<file path="src/rtl/pic_pkg.sv">
// package: pin interface control constants, pin field positions and carrier types
package pic_pkg;
  localparam int ADDR_W          = 32;
  localparam int DATA_W          = 32;
  localparam int NARROW_ADDR_W   = 26;
  localparam logic [31:0] NARROW_ADDR_MASK = 32'h03FFFFFF;

  // positions of the control pins inside the synchronised pin vector
  localparam int PIN_MCLK        = 0;
  localparam int PIN_STALL_N     = 1;
  localparam int PIN_CP_BUSY     = 2;
  localparam int PIN_CP_ABSENT   = 3;
  localparam int PIN_WIDE_SEL    = 4;
  localparam int PIN_DBUS_EN     = 5;
  localparam int PIN_DBG_EN      = 6;
  localparam int PIN_DBG_REQ     = 7;
  localparam int PIN_DEBUG_CLOCK        = 8;
  localparam int PIN_EXT0        = 9;
  localparam int PIN_EXT1        = 10;
  localparam int PIN_IRQ_N       = 11;
  localparam int PIN_FIQ_N       = 12;
  localparam int PIN_IRQ_ALREADY_SYNC       = 13;
  localparam int PIN_ALE         = 14;
  localparam int PIN_ABE         = 15;
  localparam int CTL_PINS        = 16;
  localparam int SYNC_W          = CTL_PINS + DATA_W;

  // reset value of the pin vector: active-low requests idle high, bus and address enables high, debug enable low
  localparam logic [CTL_PINS-1:0] CTL_PIN_RST = 16'hD832;
  localparam logic [SYNC_W-1:0]   SYNC_RST    = {32'h00000000, CTL_PIN_RST};

  typedef struct packed {
    logic              xfer_valid;
    logic              write;
    logic              swap;
    logic [ADDR_W-1:0] addr;
    logic [DATA_W-1:0] wdata;
    logic              cp_valid;
    logic              instr_done;
    logic              debug_exit;
  } pic_core_req_t;

  typedef struct packed {
    logic              xfer_busy;
    logic              xfer_done;
    logic [DATA_W-1:0] rdata;
    logic              cp_busy;
    logic              cp_done;
    logic              cp_undef;
    logic              halt_req;
  } pic_core_rsp_t;

  typedef enum logic [1:0] {BUS_IDLE, BUS_WAIT_P1, BUS_XFER} pic_bus_state_t;
  typedef enum logic [1:0] {CP_IDLE, CP_WAIT_P1, CP_ASSERT, CP_BUSY_WAIT} pic_cp_state_t;
endpackage

</file>
<file path="src/rtl/pic_sync.sv">
// two-flop synchroniser for a vector of asynchronous pins
`timescale 1ns/10ps
`default_nettype none
module pic_sync #(
  parameter int W = 8,
  parameter logic [W-1:0] RST_VAL = '0
) (
  input  wire logic         core_clk_in,
  input  wire logic         srst_in,
  input  wire logic [W-1:0] async_in,
  output logic      [W-1:0] sync_out
);
  logic [W-1:0] meta;
  logic [W-1:0] next_meta;
  logic [W-1:0] next_sync;

  // the first stage feeds only the second stage
  always_comb begin
    next_meta = async_in;
    next_sync = meta;
  end

  always_ff @(posedge core_clk_in) begin
    if (srst_in) begin
      meta     <= RST_VAL;
      sync_out <= RST_VAL;
    end else begin
      meta     <= next_meta;
      sync_out <= next_sync;
    end
  end
endmodule // pic_sync
`default_nettype wire

</file>
<file path="src/rtl/pic_top.sv">
// processor pin interface control: clock phases, data bus, lock, coprocessor, debug pins
// Overview of operation
// - sample coproc_busy at end of phase one
// - data bus driven only on writes
// - write data valid phase one through two
// - wide select picks 32 or 26-bit data addresses
// - core_data_bus_en low floats the data bus
// - debug_ack high exactly in debug state
// - debug_enable_in low disables debug features
// - debug_request enters debug after current instruction
// - exported_clock follows main or debug clock
// - ext_cond inputs exported as breakpoint qualifiers
// - float flag while high-z instruction loaded
// - irq_already_sync bypasses interrupt synchronisers
// - lock high marks locked access
// - lock changes while main_clock high, swap only
// - lock latched by addr_latch_en, floats without addr_drive_en
// - phase one clock low, phase two high with stall_n
// - tolerate stretched clock or stall_n low
// - coproc_instr_n low waits for coprocessor answer
// - absent at phase one end gives undefined trap
`timescale 1ns/10ps
`default_nettype none
module pic_top (
  input  wire logic                  core_clk_in,
  input  wire logic                  srst_in,
  // pins from the memory system, coprocessor and debug hardware
  input  wire logic                  main_clock_in,
  input  wire logic                  stall_n_in,
  input  wire logic                  coproc_busy_in,
  input  wire logic                  coproc_absent_in,
  input  wire logic                  wide_data_space_sel_in,
  input  wire logic                  core_data_bus_en_in,
  input  wire logic                  debug_enable_in,
  input  wire logic                  debug_request_in,
  input  wire logic                  debug_clock_in,
  input  wire logic                  ext_cond_0_in,
  input  wire logic                  ext_cond_1_in,
  input  wire logic                  irq_req_n_in,
  input  wire logic                  fast_irq_req_n_in,
  input  wire logic                  irq_already_sync_in,
  input  wire logic                  addr_latch_en_in,
  input  wire logic                  addr_drive_en_in,
  input  wire logic [pic_pkg::DATA_W-1:0] data_in,
  // core side, same clock domain
  input  wire pic_pkg::pic_core_req_t core_req_in,
  input  wire logic                  tap_float_outputs_flag_loaded_in,
  output var pic_pkg::pic_core_rsp_t core_rsp_out,
  // pins toward the outside
  output logic [pic_pkg::DATA_W-1:0] data_out,
  output logic                       data_oe_out,
  output logic [pic_pkg::ADDR_W-1:0] addr_out,
  output logic                       addr_oe_out,
  output logic                       write_not_read_out,
  output logic                       write_not_read_oe_out,
  output logic                       lock_out,
  output logic                       lock_oe_out,
  output logic                       coproc_instr_n_out,
  output logic                       debug_ack_out,
  output logic                       exported_clock_out,
  output logic [1:0]                 ext_cond_out,
  output logic                       float_outputs_flag_out,
  output logic                       irq_req_n_out,
  output logic                       fast_irq_req_n_out
);
  import pic_pkg::*;

  logic [SYNC_W-1:0] pins_s;
  logic              mclk_s, stall_s, mclk_q, stall_q;
  logic              next_mclk_q, next_stall_q;
  logic              cycle_end, phase1_end, dbg_en;

  function automatic logic rose(input logic now, input logic was);
    rose = now & ~was;
  endfunction

  pic_sync #(
    .W       (SYNC_W),
    .RST_VAL (SYNC_RST)
  ) u_sync (
    .core_clk_in (core_clk_in),
    .srst_in     (srst_in),
    .async_in    ({data_in, addr_drive_en_in, addr_latch_en_in, irq_already_sync_in,
                   fast_irq_req_n_in, irq_req_n_in, ext_cond_1_in, ext_cond_0_in,
                   debug_clock_in, debug_request_in, debug_enable_in, core_data_bus_en_in,
                   wide_data_space_sel_in, coproc_absent_in, coproc_busy_in, stall_n_in,
                   main_clock_in}),
    .sync_out    (pins_s)
  );

  // phase tracking: phase two only counts while stall_n is high, so a held
  // stall stretches the cycle whatever main_clock does
  always_comb begin
    mclk_s       = pins_s[PIN_MCLK];
    stall_s      = pins_s[PIN_STALL_N];
    dbg_en       = pins_s[PIN_DBG_EN];
    next_mclk_q  = mclk_s;
    next_stall_q = mclk_s ? stall_s : stall_q;
    phase1_end   = rose(mclk_s, mclk_q);
    cycle_end    = rose(mclk_q, mclk_s) & stall_q;
  end

  always_ff @(posedge core_clk_in) begin
    if (srst_in) begin
      mclk_q  <= 1'b0;
      stall_q <= 1'b1;
    end else begin
      mclk_q  <= next_mclk_q;
      stall_q <= next_stall_q;
    end
  end

  // data transfer sequencing
  pic_bus_state_t    bus_st, next_bus_st;
  logic              cur_write, next_cur_write;
  logic [DATA_W-1:0] next_data_out, next_rdata;
  logic              next_data_oe, next_wnr, next_xfer_done;

  always_comb begin
    next_bus_st    = bus_st;
    next_cur_write = cur_write;
    next_data_out  = data_out;
    next_wnr       = write_not_read_out;
    next_rdata     = core_rsp_out.rdata;
    next_xfer_done = 1'b0;
    case (bus_st)
      BUS_IDLE: begin
        if (core_req_in.xfer_valid) begin
          next_cur_write = core_req_in.write;
          next_data_out  = core_req_in.wdata;
          next_bus_st    = BUS_WAIT_P1;
        end
      end
      BUS_WAIT_P1: begin
        if (cycle_end) begin
          next_wnr    = cur_write;
          next_bus_st = BUS_XFER;
        end
      end
      default: begin
        // read data is taken only when a real phase two ends
        if (cycle_end) begin
          if (!cur_write) begin
            next_rdata = pins_s[SYNC_W-1:CTL_PINS];
          end
          next_wnr       = 1'b0;
          next_xfer_done = 1'b1;
          next_bus_st    = BUS_IDLE;
        end
      end
    endcase
    // write data driven from phase one start through the end of phase two
    next_data_oe = (next_bus_st == BUS_XFER) & next_cur_write
                   & pins_s[PIN_DBUS_EN];
  end

  always_ff @(posedge core_clk_in) begin
    if (srst_in) begin
      bus_st             <= BUS_IDLE;
      cur_write          <= 1'b0;
      data_out           <= 32'h00000000;
      data_oe_out        <= 1'b0;
      write_not_read_out <= 1'b0;
      core_rsp_out.rdata <= 32'h00000000;
      core_rsp_out.xfer_done <= 1'b0;
      core_rsp_out.xfer_busy <= 1'b0;
    end else begin
      bus_st             <= next_bus_st;
      cur_write          <= next_cur_write;
      data_out           <= next_data_out;
      data_oe_out        <= next_data_oe;
      write_not_read_out <= next_wnr;
      core_rsp_out.rdata <= next_rdata;
      core_rsp_out.xfer_done <= next_xfer_done;
      core_rsp_out.xfer_busy <= (next_bus_st != BUS_IDLE);
    end
  end

  // address and lock outputs behave as the pads' transparent latches
  logic [ADDR_W-1:0] addr_hold, next_addr_hold, next_addr;
  logic              next_lock, next_lock_out;

  always_comb begin
    next_addr_hold = addr_hold;
    if (bus_st == BUS_IDLE && core_req_in.xfer_valid) begin
      next_addr_hold = pins_s[PIN_WIDE_SEL] ? core_req_in.addr
                       : (core_req_in.addr & NARROW_ADDR_MASK);
    end
    // lock only moves while main_clock is high, so it never changes mid phase one
    next_lock = lock_out;
    if (mclk_s) begin
      next_lock = core_req_in.swap;
    end
    next_addr     = addr_out;
    next_lock_out = lock_out;
    if (pins_s[PIN_ALE]) begin
      next_addr     = next_addr_hold;
      next_lock_out = next_lock;
    end
  end

  always_ff @(posedge core_clk_in) begin
    if (srst_in) begin
      addr_hold             <= 32'h00000000;
      addr_out              <= 32'h00000000;
      addr_oe_out           <= 1'b0;
      lock_out              <= 1'b0;
      lock_oe_out           <= 1'b0;
      write_not_read_oe_out <= 1'b0;
    end else begin
      addr_hold             <= next_addr_hold;
      addr_out              <= next_addr;
      addr_oe_out           <= pins_s[PIN_ABE];
      lock_out              <= next_lock_out;
      lock_oe_out           <= pins_s[PIN_ABE];
      write_not_read_oe_out <= pins_s[PIN_ABE];
    end
  end

  // coprocessor handshake
  pic_cp_state_t cp_st, next_cp_st;
  logic          next_cpi_n, next_cp_done, next_cp_undef;

  always_comb begin
    next_cp_st    = cp_st;
    next_cpi_n    = coproc_instr_n_out;
    next_cp_done  = 1'b0;
    next_cp_undef = 1'b0;
    case (cp_st)
      CP_IDLE: begin
        if (core_req_in.cp_valid) begin
          next_cp_st = CP_WAIT_P1;
        end
      end
      CP_WAIT_P1: begin
        if (cycle_end) begin
          next_cpi_n = 1'b0;
          next_cp_st = CP_ASSERT;
        end
      end
      CP_ASSERT: begin
        if (phase1_end) begin
          if (pins_s[PIN_CP_ABSENT]) begin
            next_cpi_n    = 1'b1;
            next_cp_undef = 1'b1;
            next_cp_st    = CP_IDLE;
          end else if (!pins_s[PIN_CP_BUSY]) begin
            next_cpi_n   = 1'b1;
            next_cp_done = 1'b1;
            next_cp_st   = CP_IDLE;
          end else begin
            next_cp_st = CP_BUSY_WAIT;
          end
        end
      end
      default: begin
        // busy is looked at once per cycle, at the end of each phase one
        if (phase1_end && !pins_s[PIN_CP_BUSY]) begin
          next_cpi_n   = 1'b1;
          next_cp_done = 1'b1;
          next_cp_st   = CP_IDLE;
        end
      end
    endcase
  end

  always_ff @(posedge core_clk_in) begin
    if (srst_in) begin
      cp_st                 <= CP_IDLE;
      coproc_instr_n_out    <= 1'b1;
      core_rsp_out.cp_done  <= 1'b0;
      core_rsp_out.cp_undef <= 1'b0;
      core_rsp_out.cp_busy  <= 1'b0;
    end else begin
      cp_st                 <= next_cp_st;
      coproc_instr_n_out    <= next_cpi_n;
      core_rsp_out.cp_done  <= next_cp_done;
      core_rsp_out.cp_undef <= next_cp_undef;
      core_rsp_out.cp_busy  <= (next_cp_st != CP_IDLE);
    end
  end

  // debug state, exported clock and qualifiers
  logic       dbg_state, next_dbg_state, next_halt;
  logic       next_exported_clock, next_irq_n, next_fiq_n;
  logic [1:0] next_ext;

  always_comb begin
    next_dbg_state = dbg_state;
    // a held request is honoured at the next instruction boundary
    if (!dbg_en) begin
      next_dbg_state = 1'b0;
    end else if (dbg_state && core_req_in.debug_exit) begin
      next_dbg_state = 1'b0;
    end else if (pins_s[PIN_DBG_REQ] && core_req_in.instr_done) begin
      next_dbg_state = 1'b1;
    end
    next_halt = dbg_en & pins_s[PIN_DBG_REQ];
    next_exported_clock = next_dbg_state ? pins_s[PIN_DEBUG_CLOCK] : (mclk_s & stall_s);
    next_ext  = dbg_en ? {pins_s[PIN_EXT1], pins_s[PIN_EXT0]} : 2'h0;
    // when the pins are already synchronous the raw level is registered once;
    // the two-flop path costs two core cycles of interrupt latency
    if (pins_s[PIN_IRQ_ALREADY_SYNC]) begin
      next_irq_n = irq_req_n_in;
      next_fiq_n = fast_irq_req_n_in;
    end else begin
      next_irq_n = pins_s[PIN_IRQ_N];
      next_fiq_n = pins_s[PIN_FIQ_N];
    end
  end

  always_ff @(posedge core_clk_in) begin
    if (srst_in) begin
      dbg_state              <= 1'b0;
      debug_ack_out          <= 1'b0;
      core_rsp_out.halt_req  <= 1'b0;
      exported_clock_out     <= 1'b0;
      ext_cond_out           <= 2'h0;
      float_outputs_flag_out <= 1'b0;
      irq_req_n_out          <= 1'b1;
      fast_irq_req_n_out     <= 1'b1;
    end else begin
      dbg_state              <= next_dbg_state;
      debug_ack_out          <= next_dbg_state;
      core_rsp_out.halt_req  <= next_halt;
      exported_clock_out     <= next_exported_clock;
      ext_cond_out           <= next_ext;
      float_outputs_flag_out <= tap_float_outputs_flag_loaded_in;
      irq_req_n_out          <= next_irq_n;
      fast_irq_req_n_out     <= next_fiq_n;
    end
  end
endmodule // pic_top
`default_nettype wire

</file>
<file path="config.mk">
export PLATFORM = sky130hd
export DESIGN_NAME = pic_top
export DESIGN_NICKNAME = d
export VERILOG_FILES = /design/src/rtl/pic_pkg.sv /design/src/rtl/pic_sync.sv /design/src/rtl/pic_top.sv
export SDC_FILE = /design/constraint.sdc
export NUM_CORES = 1
export LEC_CHECK = 0
export ABC_AREA = 1
export ABC_CLOCK_PERIOD_IN_PS = 1130
export BUFFER_PORTS_ARGS = -buffer_cell sky130_fd_sc_hd__buf_2
export CORE_MARGIN = 2
export CORE_UTILIZATION = 47
export CTS_BUF_LIST = sky130_fd_sc_hd__clkbuf_16
export DETAILED_ROUTE_END_ITERATION = 8
export PLACE_DENSITY = 0.79
export SLEW_MARGIN = 20
export SYNTH_ARGS = -nofsm -noshare
export SYNTH_HDL_FRONTEND = slang
export SYNTH_HIERARCHICAL = 1
export SYNTH_SLANG_ARGS = --single-unit
</file>
<file path="constraint.sdc">
create_clock -name core_clk_in -period 1.13 [get_ports core_clk_in]
set_input_delay 0.113 -clock core_clk_in [delete_from_list [all_inputs] [get_ports core_clk_in]]
set_output_delay 0.113 -clock core_clk_in [all_outputs]
set_load 0.03 [all_outputs]
</file>
==> results of run 1 <==
==> per-stage QoR <==
stage,std cells,power (uW),setup slack (ns)
2_1_floorplan,1067,11000,-0.0156
3_3_place_gp,1506,11600,-0.105
3_5_place_dp,1506,11700,-0.169
4_1_cts,1690,21300,-0.139
5_1_grt,1723,22500,-0.294
6_report,1723,21800,-0.248
==> how the worst max path moves through the flow <==
stage                                   from          endpoint  slack, ns  depth (start not counted)
after floorplan           u_sync/sync_out[0]  core_rsp_out[24]      -0.02                          8
after global placement             bus_st[0]       data_oe_out      -0.10                          7
after detailed placement           bus_st[0]      addr_out[13]      -0.17                          8
after CTS                          bus_st[1]  core_rsp_out[11]      -0.14                          9
after global routing               bus_st[1]      addr_out[25]      -0.29                          8
final                              bus_st[1]      addr_out[25]      -0.25                          8
==> logic make-up after synthesis <==
family	Yosys count	share of synthesized area, %
DFF	249	58.8
AOI/OAI and AO/OA	95	5.63
and+or+nand+nor	515	24.1
buffers and inverters	208	11.5
==> worst reg2reg max path, cell delays in order (launching register included) <==
cell,delay [ns]
dfxtp_4,0.36
nor2_4,0.12
nand2_4,0.13
buf_12,0.18
buf_12,0.15
nand2_2,0.07
nand3_1,0.11
nand2_1,0.08
inv_1,0.04
==> routing by layer <==
metal / global-route usage (%) / vias up / routed length, um
met5: 0 / - / 0
met4: 16.3 / 0 / 2310
met3: 5.40 / 149 / 1750
met2: 50.2 / 422 / 16500
met1: 27.6 / 4085 / 10600
li1: - / 4007 / -
==> final cells by class <==
| class | instances | area, um^2 |
|---|---|---|
| antenna | 2 | 5.00 |
| clock buffer | 26 | 651 |
| clock inverter | 19 | 231 |
| fill | 899 | 3520 |
| inverter | 152 | 598 |
| multi-input combinational | 610 | 3280 |
| sequential | 249 | 5170 |
| tap | 229 | 287 |
| timing repair buffer | 436 | 4100 |
==> state kept, by name, indices dropped and copies added (netlist names), 32 cells and up <==
name	flops
data_out	32
addr_hold	32
addr_out	32
u_sync/sync_out	48
u_sync/meta	48
core_rsp_out	38
==> what timing repair did <==
item / CTS / global route
setup buffers: 15 / 29
resized for setup: 475 / 204
pin swaps: 12 / 51
hold endpoints to repair: 148 / 0
hold buffers: 118 / 0
setup endpoints to repair: 248 / 215
gates cloned: 6 / 5
==> cells in the final DEF, fill, tap and decap left out, types with 31 or more instances in the layout <==
cell / count
buf_6: 123
inv_1: 142
clkbuf_16: 31
nand2_2: 35
buf_4: 50
nor2_4: 39
buf_2: 119
nor2_1: 245
o21ai_1: 43
dfxtp_2: 98
dfxtp_1: 133
dlygate4sd3_1: 118
nand2_1: 106
==> power breakdown <==
group / total (uW) / switching (uW) / leakage [uW] / internal [uW]
logic: 3330 / 1770 / 0.00449 / 1550
registers: 9570 / 309 / 0.00210 / 9260
clock network: 8940 / 3610 / 0.000451 / 5330
total: 21800 / 5690 / 0.00704 / 16100
==> results by group, run 1 <==
Power and ir drop
  – Worst vdd ir: 1.53 mV
  – Power Density: 1520 nW/um^2
  – Leakage: 0.00704 uW

Logic synthesis
  – Fraction of registers with async set/reset: 0%
  – Top FF cell, synth: dfxtp_1
  – Number of distinct library cells after synthesis: 28
  – Top cells by area in the synthesized netlist: dfxtp_1 59%, nor2_1 14%, nand2_1 6.7%
  – YS warnings: 6
  – Syn Inst Count: 1,067
  – Netlist Area Pre-Place: 8480 um^2
  – Post-synthesis register bit count: 249
  – Most frequent cell after synthesis: nor2_1
  – Synthesized Nets: 1,188
  – Post-synth top area cell: dfxtp_1
  – Syn_area_per_cell: 7.95 um^2
  – Seq/Total Area, Yosys: 58.8%
  – Top post-synthesis cells by count: 307 x nor2_1, 249 x dfxtp_1, 152 x nand2_1
  – Post-synth EDFFs: 0
  – Synth top area share: 58.8%

Routing
  – # DRC: 0
  – Final WL: 31.2 mm
  – Vias: 8,663
  – DR WL/cell: 18.1 um
  – Final ANT Viol Nets: 0
  – 1st-pass router iterations: 7
  – Vias/cell: 5.03
  – Initial DRC Count: 463

Setup path
  – CP Max Fanout: 7
  – Reg2reg setup slack: -0.25 ns
  – CP Capture Type: flop
  – Critical Path RT: 1.54 ns
  – CP max-delay cell: dfxtp_4
  – Critical path type: flop to flop
  – CP Buf/Inv Count: 3
  – Depth of the worst register-to-register path: 8
  – Worst path arrival time: 1.79 ns
  – Worst path cell trace: nor2_4 > nand2_4 > buf_12 > buf_12 > nand2_2 > nand3_1 > nand2_1 > inv_1
  – Reg-to-reg critical path startpoint: bus_st[1]
  – Category of the worst setup path launch point: flop
  – Critical Path Max Stage Delay: 0.36 ns
  – Crit path max-delay family: simple AND/OR/NAND/NOR gates
  – Most used cell, CP: buf_12
  – R2R Path End: addr_out[25]

STA
  – Final WS setup: -0.248 ns
  – Min Tclk post-route: 1.38 ns
  – Skew final: 0.0308 ns
  – Actual slew at the worst max-slew pin: 0.449 ns
  – RSZ-0062 raised after global routing: yes
  – Setup violators final: 163
  – Fmax: 726 MHz
  – Post-route clock period utilization: 122%
  – Max Transition Viols Final: 0
  – Setup_tns: -17.11 ns
  – Hold Vio Cnt, Final: 0
  – Hold Worst Slack: 0.0436 ns
  – Headroom to the max-slew limit: 70.0%

Global routing
  – First-pass GRT wire length: 41.8 mm
  – Vias in the first global route: 8,432
  – Initial antenna violation count: 2
  – GRT Total Usage: 26.9%
  – Largest net degree at the start of global routing: 66
  – GRT overflow: 0

Floorplan
  – Die height: 138 um
  – Die width: 138 um
  – Initial core utilization: 47.6%
  – Num rows: 49
  – Core ar.: 17,800 um^2
  – DIE AREA: 19,100 um^2
  – # IOs: 237

Place
  – RePlAce Congestion: 0.835
  – Port Buffers: 236
  – DP Wirelength: 12.4 mm
  – Area after DPL: 9940 um^2

CTS
  – CTS H-tree depth: 1
  – Clk_lat worst skew: 0.54 ns
  – Sink Count: 249
  – CTS tree: yes
  – Cts bufs inserted: 26
  – CTS max path bufs: 3
  – Clk root buf: clkbuf_16
  – Clock slew at reported path FFs: 0.06 ns

Run
  – Number of max-cap violations: 0

Run status
  – Outcome: complete, but fails checks
  – Failing checks: setup timing

Hold path
  – Worst hold path class: input port to flop
  – Worst Hold Endpoint: u_sync/sync_out[0]
  – Hold depth: 3
  – Hold wc startpoint: srst_in

Layout
  – Share of cells above drive strength 1: 43.6%
  – Final Net Count: 1,596
  – Final Core Density: 80.3%
  – P&R area growth vs syn: 68.8%
  – Final instance area: 14,300 um^2
(Power assumes the default switching activity.)
==> run 2: changes to the inputs <==
==> constraint.sdc (replaced) <==
create_clock -name core_clk_in -period 1.13 [get_ports core_clk_in]
set_input_delay 0.226 -clock core_clk_in [delete_from_list [all_inputs] [get_ports core_clk_in]]
set_output_delay 0.226 -clock core_clk_in [all_outputs]
set_load 0.03 [all_outputs]
==> results by group, run 2 (synthesized netlist as in run 1, its figures left out) <==
Run status
  – Outcome: complete, but fails checks
  – Failing checks: setup timing

Routing
  – Final ANT Viol Nets: 0
  – Final WL: 30.5 mm
  – # DRC: 0
  – Initial DRC Count: 566
  – DR WL/cell: 17.9 um
  – 1st-pass router iterations: 5
  – Vias: 8,628
  – Vias/cell: 5.08

Power and ir drop
  – Reg power frac: 45.7%
  – Int Power: 15,300 uW
  – Switching share of power: 26.7%
  – P_sw: 5590 uW
  – Worst vdd ir: 1.43 mV
  – Combinational power share: 16.3%
  – Power Density: 1490 nW/um^2
  – Clk pwr share: 38.0%
  – Leakage: 0.00687 uW

Global routing
  – GRT Total Usage: 25.5%
  – Initial antenna violation count: 1
  – Vias in the first global route: 8,248
  – GRT overflow: 0
  – First-pass GRT wire length: 40.2 mm
  – Largest net degree at the start of global routing: 68

STA
  – Hold Worst Slack: 0.00661 ns
  – Fmax: 742 MHz
  – Min Tclk post-route: 1.35 ns
  – Max Transition Viols Final: 0
  – Actual slew at the worst max-slew pin: 0.356 ns
  – Setup_tns: -24.32 ns
  – Final WS setup: -0.218 ns
  – Setup violators final: 247
  – RSZ-0062 raised after global routing: yes
  – Hold Vio Cnt, Final: 0
  – Post-route clock period utilization: 119%
  – Headroom to the max-slew limit: 76.2%
  – Skew final: 0.0124 ns

Hold path
  – Hold depth: 3
  – Worst hold path class: input port to flop
  – Hold wc startpoint: core_req_in[33]

Layout
  – Final instance area: 14,100 um^2
  – Most common cell after layout, fill and taps aside: nor2_1
  – Final Net Count: 1,573
  – Final Core Density: 78.9%
  – Most frequent cells in the layout: 249 x nor2_1, 145 x inv_1, 126 x dfxtp_1
  – P&R area growth vs syn: 65.8%
  – Non-Filler Instances: 1,698
  – Top Registers: u_sync/meta: 48 flops, u_sync/sync_out: 48 flops, core_rsp_out: 38 flops
  – Share of cells above drive strength 1: 44.8%

CTS
  – Clock slew at reported path FFs: 0.06 ns
  – CTS max path bufs: 3
  – CTS H-tree depth: 1
  – CTS tree: yes
  – Clk root buf: clkbuf_16
  – Sink Count: 249
  – Clk_lat worst skew: 0.51 ns
  – Cts bufs inserted: 25

Setup path
  – Category of the worst setup path launch point: flop
  – Reg2reg setup slack: -0.22 ns
  – Depth of the worst register-to-register path: 9
  – Critical path type: flop to flop
  – Reg-to-reg critical path startpoint: bus_st[1]
  – CP Max Fanout: 8
  – Setup crit start: bus_st[1]
  – Worst path arrival time: 1.81 ns
  – CP Capture Type: flop
  – Critical Path RT: 1.59 ns

Place
  – DP Wirelength: 12.6 mm
  – Area after DPL: 9940 um^2
  – Number of instances in the placed design: 1,505
  – Port Buffers: 236
  – RePlAce Congestion: 0.857

Floorplan
  – Initial core utilization: 47.6%
  – Die height: 138 um
  – DIE AREA: 19,100 um^2
  – # IOs: 237
  – Core ar.: 17,800 um^2
  – Num rows: 49
  – Die width: 138 um

Run
  – Number of max-cap violations: 0
[run 2: cell count changes in the layout (fill, tap and decap cells not counted), moves of 11 or more]
| cell | delta |
|---|---|
| o21ai_1 | -23 |
| dlygate4sd3_1 | -17 |
| nand2_2 | +11 |
| dfxtp_2 | +13 |
| o21ai_0 | +12 |
[run 2: area by class of cell]
cell class              instances  area (um^2)
diodes                          1         2.50
clock buffers                  25          626
clock inverters                18          140
fillers                       923         3770
inverters                     152          598
multi-input cells             610         3260
flip-flops and latches        249         5170
well taps                     229          287
repair buffers                414         3990
[run 2: what timing repair did]
item	in CTS	in global routing
hold buffers	101	0
setup buffers	11	23
endpoints found under the hold margin	103	0
endpoints found under the setup margin	238	252
gates resized for setup	470	192
cloned	7	7
pin swaps	8	38
[run 2: critical path, stage by stage (launching register included)]
cell and delay (ns):
dfxtp_4 0.35, nor2_4 0.13, nand2_4 0.13, inv_8 0.12
clkbuf_16 0.17, nand2_2 0.04, and2_4 0.14, nand2_2 0.07
nand2_1 0.07, inv_1 0.05
[run 2: power by group through the flow]
stage	sequential, uW	combinational (uW)	clock, uW
2_1_floorplan	10000	962	0
3_3_place_gp	9600	2010	0
3_5_place_dp	9620	2040	0
4_1_cts	9530	2860	7950
5_1_grt	9600	3610	8360
6_report	9570	3410	7970
[run 2: stage by stage]
step           power, uW  setup WS (ns)
5_1_grt            21600         -0.258
2_1_floorplan      11000        -0.0156
6_report           20900         -0.218
4_1_cts            20300         -0.120
3_5_place_dp       11700         -0.122
3_3_place_gp       11600        -0.0603
[run 2: final timing paths]
kind / endpoint
worst min register to register: ext_cond_out[1]
worst min-delay path: data_out[30]
worst max register to register: addr_out[2]
worst max-delay path: addr_out[2]
[run 2: layer usage]
| layer | wire length, um | track usage [%] |
|---|---|---|
| met1 | 10300 | 26.3 |
| met2 | 15900 | 47.6 |
| met3 | 1990 | 6.13 |
| met4 | 2270 | 13.6 |
| met5 | 0 | 0 |
